--- src/sds_consts.svh ---
// constants for the status display sequencer
`ifndef SDS_CONSTS_SVH
`define SDS_CONSTS_SVH
`define SDS_CLK_HZ          10000000
`define SDS_BLINK_HALF_MS   50
`define SDS_BLINK_CYC       ((`SDS_CLK_HZ / 1000) * `SDS_BLINK_HALF_MS)
`define SDS_WDOG_MS         100
`define SDS_WDOG_CYC        ((`SDS_CLK_HZ / 1000) * `SDS_WDOG_MS)
`define SDS_WDOG_PULSE      16
`define SDS_NODE_MAX        15
`define SDS_SEG_ALL         7'h7f
`define SDS_SEG_BLANK       7'h00
`endif

--- src/sds_pkg.sv ---
// types for the status display sequencer
`default_nettype none
package sds_pkg;
   typedef enum logic [3:0] {
      SDS_ERR_NONE   = 4'h0,
      SDS_ERR_SERIAL = 4'h1,
      SDS_ERR_CAN    = 4'h2,
      SDS_ERR_NOMEM  = 4'h3,
      SDS_ERR_MEMTST = 4'h4,
      SDS_ERR_ERASE  = 4'h5,
      SDS_ERR_UPDATE = 4'h6,
      SDS_ERR_NOFW   = 4'h7
   } sds_err_t;
   typedef enum logic [2:0] {
      SDS_ST_RESET = 3'b000,
      SDS_ST_BOOT  = 3'b001,
      SDS_ST_START = 3'b011,
      SDS_ST_RUN   = 3'b010,
      SDS_ST_RAM   = 3'b110,
      SDS_ST_ERASE = 3'b111,
      SDS_ST_WRITE = 3'b101
   } sds_state_t;
endpackage : sds_pkg
`default_nettype wire

--- src/sds_sync.sv ---
// three-stage input synchroniser with agreement filter
`timescale 1ns/100ps
`default_nettype none
module sds_sync (
   input  wire logic clk,
   input  wire logic reset,
   input  wire logic din,
   output logic      dout
);
   logic meta_reg;
   logic s2_reg;
   logic s3_reg;
   always_ff @(posedge clk or posedge reset) begin
      if (reset) begin
         meta_reg <= 1'b0;
         s2_reg   <= 1'b0;
         s3_reg   <= 1'b0;
         dout     <= 1'b0;
      end else begin
         meta_reg <= din;
         s2_reg   <= meta_reg;
         s3_reg   <= s2_reg;
         if (s2_reg == s3_reg) begin
            dout <= s3_reg;
         end
      end
   end
endmodule : sds_sync
`default_nettype wire

--- src/sds_status_display.sv ---
// front-panel status display sequencer with system watchdog
`timescale 1ns/100ps
`default_nettype none
`include "sds_consts.svh"
module sds_status_display (
   input  wire logic            clk,
   input  wire logic            reset,
   input  wire logic            bootDone,
   input  wire logic            fwStarted,
   input  wire logic            updateReq,
   input  wire logic            ramTestDone,
   input  wire logic            eraseDone,
   input  wire logic            writeDone,
   input  wire logic [7:0]      nodeNumber,
   input  wire sds_pkg::sds_err_t errCode,
   input  wire logic            wdogKick,
   input  wire logic            wdogEnable,
   output logic [6:0]           segOut_reg,
   output logic                 dotOut_reg,
   output logic                 softReset_reg
);
   // -----------------------------------------------------------
   // kick synchroniser (external firmware domain)
   // -----------------------------------------------------------
   wire kickSync;
   sds_sync u_kick (
      .clk   (clk),
      .reset (reset),
      .din   (wdogKick),
      .dout  (kickSync)
   );
   logic kickLast_reg;
   wire  kickEdge = kickSync & ~kickLast_reg;

   // -----------------------------------------------------------
   // sequence state
   // -----------------------------------------------------------
   sds_pkg::sds_state_t state_reg;
   sds_pkg::sds_state_t state_next;
   always_comb begin
      state_next = state_reg;
      case (state_reg)
         sds_pkg::SDS_ST_RESET: state_next = sds_pkg::SDS_ST_BOOT;
         sds_pkg::SDS_ST_BOOT:  if (bootDone) state_next = sds_pkg::SDS_ST_START;
         sds_pkg::SDS_ST_START: if (fwStarted) state_next = sds_pkg::SDS_ST_RUN;
         sds_pkg::SDS_ST_RUN:   if (updateReq) state_next = sds_pkg::SDS_ST_RAM;
         sds_pkg::SDS_ST_RAM:   if (ramTestDone) state_next = sds_pkg::SDS_ST_ERASE;
         sds_pkg::SDS_ST_ERASE: if (eraseDone) state_next = sds_pkg::SDS_ST_WRITE;
         sds_pkg::SDS_ST_WRITE: if (writeDone) state_next = sds_pkg::SDS_ST_RESET;
         default:               state_next = sds_pkg::SDS_ST_RESET;
      endcase
   end

   // -----------------------------------------------------------
   // symbol selection
   // -----------------------------------------------------------
   // segment order {g,f,e,d,c,b,a}
   function automatic logic [6:0] hexSeg(input logic [3:0] v);
      case (v)
         4'h1: hexSeg = 7'h06;
         4'h2: hexSeg = 7'h5b;
         4'h3: hexSeg = 7'h4f;
         4'h4: hexSeg = 7'h66;
         4'h5: hexSeg = 7'h6d;
         4'h6: hexSeg = 7'h7d;
         4'h7: hexSeg = 7'h07;
         4'h8: hexSeg = 7'h7f;
         4'h9: hexSeg = 7'h6f;
         4'ha: hexSeg = 7'h77;
         4'hb: hexSeg = 7'h7c;
         4'hc: hexSeg = 7'h39;
         4'hd: hexSeg = 7'h5e;
         4'he: hexSeg = 7'h79;
         4'hf: hexSeg = 7'h71;
         default: hexSeg = 7'h3f;
      endcase
   endfunction : hexSeg

   localparam logic [6:0] SEG_B = 7'h7c;
   localparam logic [6:0] SEG_J = 7'h1e;
   localparam logic [6:0] SEG_M = 7'h37;
   localparam logic [6:0] SEG_R = 7'h50;
   localparam logic [6:0] SEG_F = 7'h71;
   localparam logic [6:0] SEG_L = 7'h38;
   localparam logic [6:0] SEG_D = 7'h5e;
   localparam logic [6:0] SEG_C = 7'h39;
   localparam logic [6:0] SEG_S = 7'h6d;
   localparam logic [6:0] SEG_E = 7'h79;
   localparam logic [6:0] SEG_U = 7'h3e;

   wire nodeValid = (nodeNumber != 8'h00) && (nodeNumber <= 8'(`SDS_NODE_MAX));
   wire [6:0] runSeg = nodeValid ? hexSeg(nodeNumber[3:0]) : SEG_M;
   wire errActive = (errCode != sds_pkg::SDS_ERR_NONE);
   logic [6:0] errSeg;
   always_comb begin
      case (errCode)
         sds_pkg::SDS_ERR_SERIAL: errSeg = SEG_D;
         sds_pkg::SDS_ERR_CAN:    errSeg = SEG_C;
         sds_pkg::SDS_ERR_NOMEM:  errSeg = SEG_S;
         sds_pkg::SDS_ERR_MEMTST: errSeg = SEG_R;
         sds_pkg::SDS_ERR_ERASE:  errSeg = SEG_F;
         sds_pkg::SDS_ERR_UPDATE: errSeg = SEG_E;
         sds_pkg::SDS_ERR_NOFW:   errSeg = SEG_U;
         default:                 errSeg = `SDS_SEG_BLANK;
      endcase
   end
   logic [6:0] stateSeg;
   always_comb begin
      case (state_reg)
         sds_pkg::SDS_ST_RESET: stateSeg = `SDS_SEG_ALL;
         sds_pkg::SDS_ST_BOOT:  stateSeg = SEG_B;
         sds_pkg::SDS_ST_START: stateSeg = SEG_J;
         sds_pkg::SDS_ST_RUN:   stateSeg = runSeg;
         sds_pkg::SDS_ST_RAM:   stateSeg = SEG_R;
         sds_pkg::SDS_ST_ERASE: stateSeg = SEG_F;
         sds_pkg::SDS_ST_WRITE: stateSeg = SEG_L;
         default:               stateSeg = `SDS_SEG_ALL;
      endcase
   end
   wire [6:0] segNext = errActive ? errSeg : stateSeg;

   // -----------------------------------------------------------
   // decimal point blink, 50 ms half period
   // -----------------------------------------------------------
   localparam int BLINK_CYC = `SDS_BLINK_CYC;
   logic [19:0] blinkCnt_reg;
   logic        blink_reg;
   wire         blinkWrap = (blinkCnt_reg == 20'(BLINK_CYC - 1));
   wire         dotNext = errActive & ~blink_reg;

   // -----------------------------------------------------------
   // watchdog
   // -----------------------------------------------------------
   localparam int WDOG_CYC = `SDS_WDOG_CYC;
   logic [23:0] wdogCnt_reg;
   logic [4:0]  pulseCnt_reg;
   wire         wdogExpire = wdogEnable && (wdogCnt_reg == 24'(WDOG_CYC - 1));

   always_ff @(posedge clk or posedge reset) begin
      if (reset) begin
         state_reg    <= sds_pkg::SDS_ST_RESET;
         segOut_reg   <= `SDS_SEG_ALL;
         dotOut_reg   <= 1'b0;
         blinkCnt_reg <= 20'h00000;
         blink_reg    <= 1'b0;
         kickLast_reg <= 1'b0;
      end else begin
         state_reg    <= state_next;
         segOut_reg   <= segNext;
         dotOut_reg   <= dotNext;
         kickLast_reg <= kickSync;
         if (!errActive) begin
            blinkCnt_reg <= 20'h00000;
            blink_reg    <= 1'b0;
         end else if (blinkWrap) begin
            blinkCnt_reg <= 20'h00000;
            blink_reg    <= ~blink_reg;
         end else begin
            blinkCnt_reg <= blinkCnt_reg + 20'h00001;
         end
      end
   end

   always_ff @(posedge clk or posedge reset) begin
      if (reset) begin
         wdogCnt_reg   <= 24'h000000;
         pulseCnt_reg  <= 5'h00;
         softReset_reg <= 1'b0;
      end else begin
         if (!wdogEnable || kickEdge || wdogExpire) begin
            wdogCnt_reg <= 24'h000000;
         end else begin
            wdogCnt_reg <= wdogCnt_reg + 24'h000001;
         end
         if (wdogExpire) begin
            pulseCnt_reg  <= 5'(`SDS_WDOG_PULSE);
            softReset_reg <= 1'b1;
         end else if (pulseCnt_reg != 5'h00) begin
            pulseCnt_reg  <= pulseCnt_reg - 5'h01;
            softReset_reg <= (pulseCnt_reg != 5'h01);
         end else begin
            softReset_reg <= 1'b0;
         end
      end
   end

   // -----------------------------------------------------------
   // assertions
   // -----------------------------------------------------------
   a_node_digit: assert property (@(posedge clk) disable iff (reset)
      (state_reg == sds_pkg::SDS_ST_RUN && !errActive && nodeValid) |=> segOut_reg == hexSeg($past(nodeNumber[3:0])))
      else $error("node digit wrong");
   a_overflow_m: assert property (@(posedge clk) disable iff (reset)
      (state_reg == sds_pkg::SDS_ST_RUN && !errActive && !nodeValid) |=> segOut_reg == SEG_M)
      else $error("overflow symbol wrong");
   a_boot_order: assert property (@(posedge clk) disable iff (reset)
      (state_reg == sds_pkg::SDS_ST_RESET) |=> state_reg == sds_pkg::SDS_ST_BOOT)
      else $error("boot does not follow reset");
   a_boot_sym: assert property (@(posedge clk) disable iff (reset)
      (state_reg == sds_pkg::SDS_ST_BOOT && !errActive) |=> segOut_reg == SEG_B)
      else $error("boot symbol wrong");
   a_update_seq: assert property (@(posedge clk) disable iff (reset)
      (state_reg == sds_pkg::SDS_ST_WRITE && writeDone) |=> state_reg == sds_pkg::SDS_ST_RESET ##1
      state_reg == sds_pkg::SDS_ST_BOOT)
      else $error("update does not restart boot");
   a_err_blink: assert property (@(posedge clk) disable iff (reset)
      (errActive && blinkWrap) ##1 errActive |=> $changed(dotOut_reg))
      else $error("dot not toggling");
   a_err_code: assert property (@(posedge clk) disable iff (reset)
      (errCode == sds_pkg::SDS_ERR_CAN) |=> segOut_reg == SEG_C)
      else $error("error symbol wrong");
   a_wdog_fire: assert property (@(posedge clk) disable iff (reset)
      wdogExpire |=> softReset_reg [*8])
      else $error("watchdog reset missing");
   a_dot_quiet: assert property (@(posedge clk) disable iff (reset)
      !errActive |=> !dotOut_reg)
      else $error("dot lit without error");

   c_run: cover property (@(posedge clk) disable iff (reset) state_reg == sds_pkg::SDS_ST_RUN);
   c_update: cover property (@(posedge clk) disable iff (reset) state_reg == sds_pkg::SDS_ST_WRITE && writeDone);
   c_error: cover property (@(posedge clk) disable iff (reset) errActive && dotOut_reg);
   c_wdog: cover property (@(posedge clk) disable iff (reset) wdogExpire);
endmodule : sds_status_display
`default_nettype wire

--- config.mk ---
export PLATFORM = sky130hd
export DESIGN_NAME = sds_status_display
export DESIGN_NICKNAME = d
export VERILOG_FILES = /design/src/sds_pkg.sv /design/src/sds_sync.sv /design/src/sds_status_display.sv
export VERILOG_INCLUDE_DIRS = /design/src /design/src/src
export SDC_FILE = /design/constraint.sdc
export NUM_CORES = 1
export LEC_CHECK = 0
export BUFFER_PORTS_ARGS = -buffer_cell sky130_fd_sc_hd__clkbuf_2
export CAP_MARGIN = 40
export CORE_ASPECT_RATIO = 1.75
export CORE_MARGIN = 2
export CORE_UTILIZATION = 25
export CTS_BUF_LIST = sky130_fd_sc_hd__clkbuf_4
export DETAILED_ROUTE_END_ITERATION = 10
export SYNTH_ARGS = -nofsm -noshare
export SYNTH_HDL_FRONTEND = slang
export SYNTH_SLANG_ARGS = --single-unit
--- constraint.sdc ---
create_clock -name clk -period 5.2 [get_ports clk]
set_input_delay 0 -clock clk [delete_from_list [all_inputs] [get_ports clk]]
set_output_delay 0 -clock clk [all_outputs]
set_load 0.02 [all_outputs]
==> metrics.md <==
| Metric | Value |
|---|---|
| Relative slew slack | `0.441` |
| Root buffer cell | `clkbuf_4` |
| Core area | `0.0143 sq mm` |
| Reg clk slew, reported paths | `110 ps` |
| DR pass1 iterations | `4` |
| Fin crit share | `0.467` |
| Syn_nets | `417` |
| # H-tree levels | `3` |
| Num Clock Sinks | `67` |
| Final setup viols | `0` |
| CP Cell Sequence | `nand2b_1, a2111o_1, a221o_1, a221oi_1, dlygate4sd3_1` |
| Leak | `0.00173 uW` |
| Top FF cell, synth | `dfrtp_1` |
| Largest net degree at the start of global routing | `68` |
| Measured slew at the worst slew-check pin | `839 ps` |
| CTS Buffer Depth | `2` |
| Initial core utilization | `0.253` |
| Worst endpoint data arrival time | `2770 ps` |
| GRT Max-Usage Layer | `met2` |
| GRT Util Overall | `0.110` |
| Count leader, synth | `dfrtp_1` |
| Share of the synthesized area in the top cell type | `0.415` |
| Number of enable flip-flop cells after synthesis | `0` |
| Placer Congestion | `0.820` |
| ANT nets after route | `0` |
| Routed vias | `2984` |
| Number of global-route vias before repair | `2939` |
| Fill count | `1493` |
| Synthesis-to-layout area growth | `16.1%` |
| Crit path max-delay cell type | `dlygate4sd3_1` |
| Setup TNS | `0 ps` |
| Routed wire per std cell | `13.0 microns` |
| Synth Register Bits | `67` |
| 1st-iter DRT viols | `169` |
| Skew final | `19.9 ps` |
| Clock Latency Late Sink | `400 ps` |
| Synth top cells by count | `dfrtp_1 (60), nor2_1 (45), a21oi_1 (25), nand2_1 (20), nand3_1 (19)` |
| Max-slew violation count | `0` |
| DRC Markers | `0` |
| Met3 Use GR | `0.0171` |
| GR Layer Usage met1 | `0.120` |
| First-pass GRT wire length | `13.6 mm` |
| CTS tree | `yes` |
| Post-Syn Instances | `385` |
| IO Pins | `31` |
| Vias/cell | `4.91` |
| Postcts setup bufs | `0` |
| Synthesized area | `0.00362 sq mm` |
| Core Rows | `58` |
| HP Class | `in -> reg` |
| Die W | `94.9 microns` |
| Syn_area_per_cell | `9.40 sq um` |
| CTS Buf Count | `9` |
| Tmin final | `2430 ps` |
| Final nets | `455` |
| Buffers added on ports | `30` |
| RSZ-0062 raised after global routing | `no` |
| Antenna violations before repair | `1` |
| Max_cap viols | `0` |
| Sequential-to-total area share from yosys stat | `0.466` |
| Design Area, Final | `0.00420 sq mm` |
| VDD IR max | `0.000156 V` |
| Synth top area cells | `dfrtp_1 (41%), dfstp_2 (5.1%), nor2_1 (4.7%)` |
| Die area | `0.0155 sq mm` |
| Worst-path maximum fanout | `13` |
| Achievable frequency | `412 MHz` |
| Post-CTS Resized | `0` |
| Asr flop ratio synth | `1.00` |
| Pwr dens | `278 mW/mm^2` |
| Largest register FFs | `24` |
| Slowest Stage Delay on Critical Path | `590 ps` |
| Share of layout cells above drive strength 1 | `0.155` |
| Yosys top cell by area | `dfrtp_1` |
| Die Ht | `163 microns` |
| Worst Setup End Kind | `register` |
| Critical path class | `reg -> reg` |
| Startpoint types | `register` |
| Hold Fails Final Rpt | `0` |
| Cell variety after synth | `52` |
| Placed instance area | `0.00395 sq mm` |
| Post-DP HPWL | `5.86 mm` |
| Final wirelength | `7.93 mm` |
| Hold-fix buffer count after cts | `12` |
| Required @ worst endpoint | `5540 ps` |
| Status | `finished clean` |
| GR Overflow Total | `0` |
| Met2 Usage GRT | `0.202` |
| Yosys warns | `0` |
## metrics by stage
step	cells	setup WS, ps	utilization	power, uW	hold WS [ps]
floorplan	385	3220	-	772	31.4
detailed placement	580	2840	0.276	836	112
CTS	607	2790	0.294	1180	32.4
global placement	579	2970	0.276	825	109
finish	608	2770	0.294	1170	60.6
global route	608	2670	0.294	1250	53.2
## cell type report
type,count,area [sq um],share of cell area
multi-input combinational,284,1810,0.430
sequential,67,1690,0.401
timing repair buffer,45,297,0.0706
tap,180,225,0.0536
clock buffer,11,82.6,0.0197
inverter,16,60.1,0.0143
clock inverter,4,42.5,0.0101
antenna,1,2.50,0.000596
## layer usage
metal / vias to the layer above / wire length (microns)
met5: - / 0
met4: 0 / 205
met3: 18 / 216
met2: 56 / 4340
met1: 1446 / 3170
li1: 1464 / -
## cells by family (layout without fill, tap and decap cells)
family	Yosys count	count (layout)	share of synthesized area
other	0	1	0
DFF	67	67	0.466
muxes	4	4	0.0156
adders and majority gates	11	11	0.0373
and+or+nand+nor	167	167	0.251
buffers and inverters	34	76	0.0363
xor gates and xnor gates	27	27	0.0654
AOI/OAI and AO/OA	75	75	0.129
## critical path, delay by kind of cell (launching register included)
kind	cells	cell delay, ps
DFF	1	530
and+or+nand+nor	1	230
buffers and inverters	1	590
AOI/OAI and AO/OA	3	1010
## where the power goes
| part | switching (uW) | leakage, uW | internal (uW) |
|---|---|---|---|
| Clock | 173 | 0.0000718 | 151 |
| Combinational | 110 | 0.000779 | 95.6 |
| Sequential | 70.3 | 0.000875 | 568 |
| Total | 354 | 0.00173 | 815 |
## worst paths after layout
path	to	cells after the start	slack, ps	start
worst min-delay path	segOut_reg[4]$_DFF_PP1_	4	60	errCode[1]
worst max-delay path	segOut_reg[6]$_DFF_PP1_	5	2770	state_reg[0]$_DFFE_PP0P_
min in group asynchronous	wdogCnt_reg[23]$_DFF_PP0_	4	400	reset
worst min register to register	u_kick.s2_reg$_DFF_PP0_	0	360	u_kick.meta_reg$_DFF_PP0_
max in group asynchronous	wdogCnt_reg[15]$_DFF_PP0_	4	4250	reset
worst max register to register	segOut_reg[6]$_DFF_PP1_	5	2770	state_reg[0]$_DFFE_PP0P_
## layout by cell type (no fill, tap or decap), drive strengths merged, types with 11 or more instances in the layout
master	netlist	routed
nor2	45	45
o21ai	19	19
nand3	20	20
nand4	12	12
o31ai	11	11
a21oi	25	25
inv	16	16
xnor2	11	11
or4	12	12
dfrtp	60	60
xor2	16	16
nand2	20	20
clkbuf	15	41
dlygate4sd3	0	12
No activity file was read; power rests on OpenSTA's default activity.
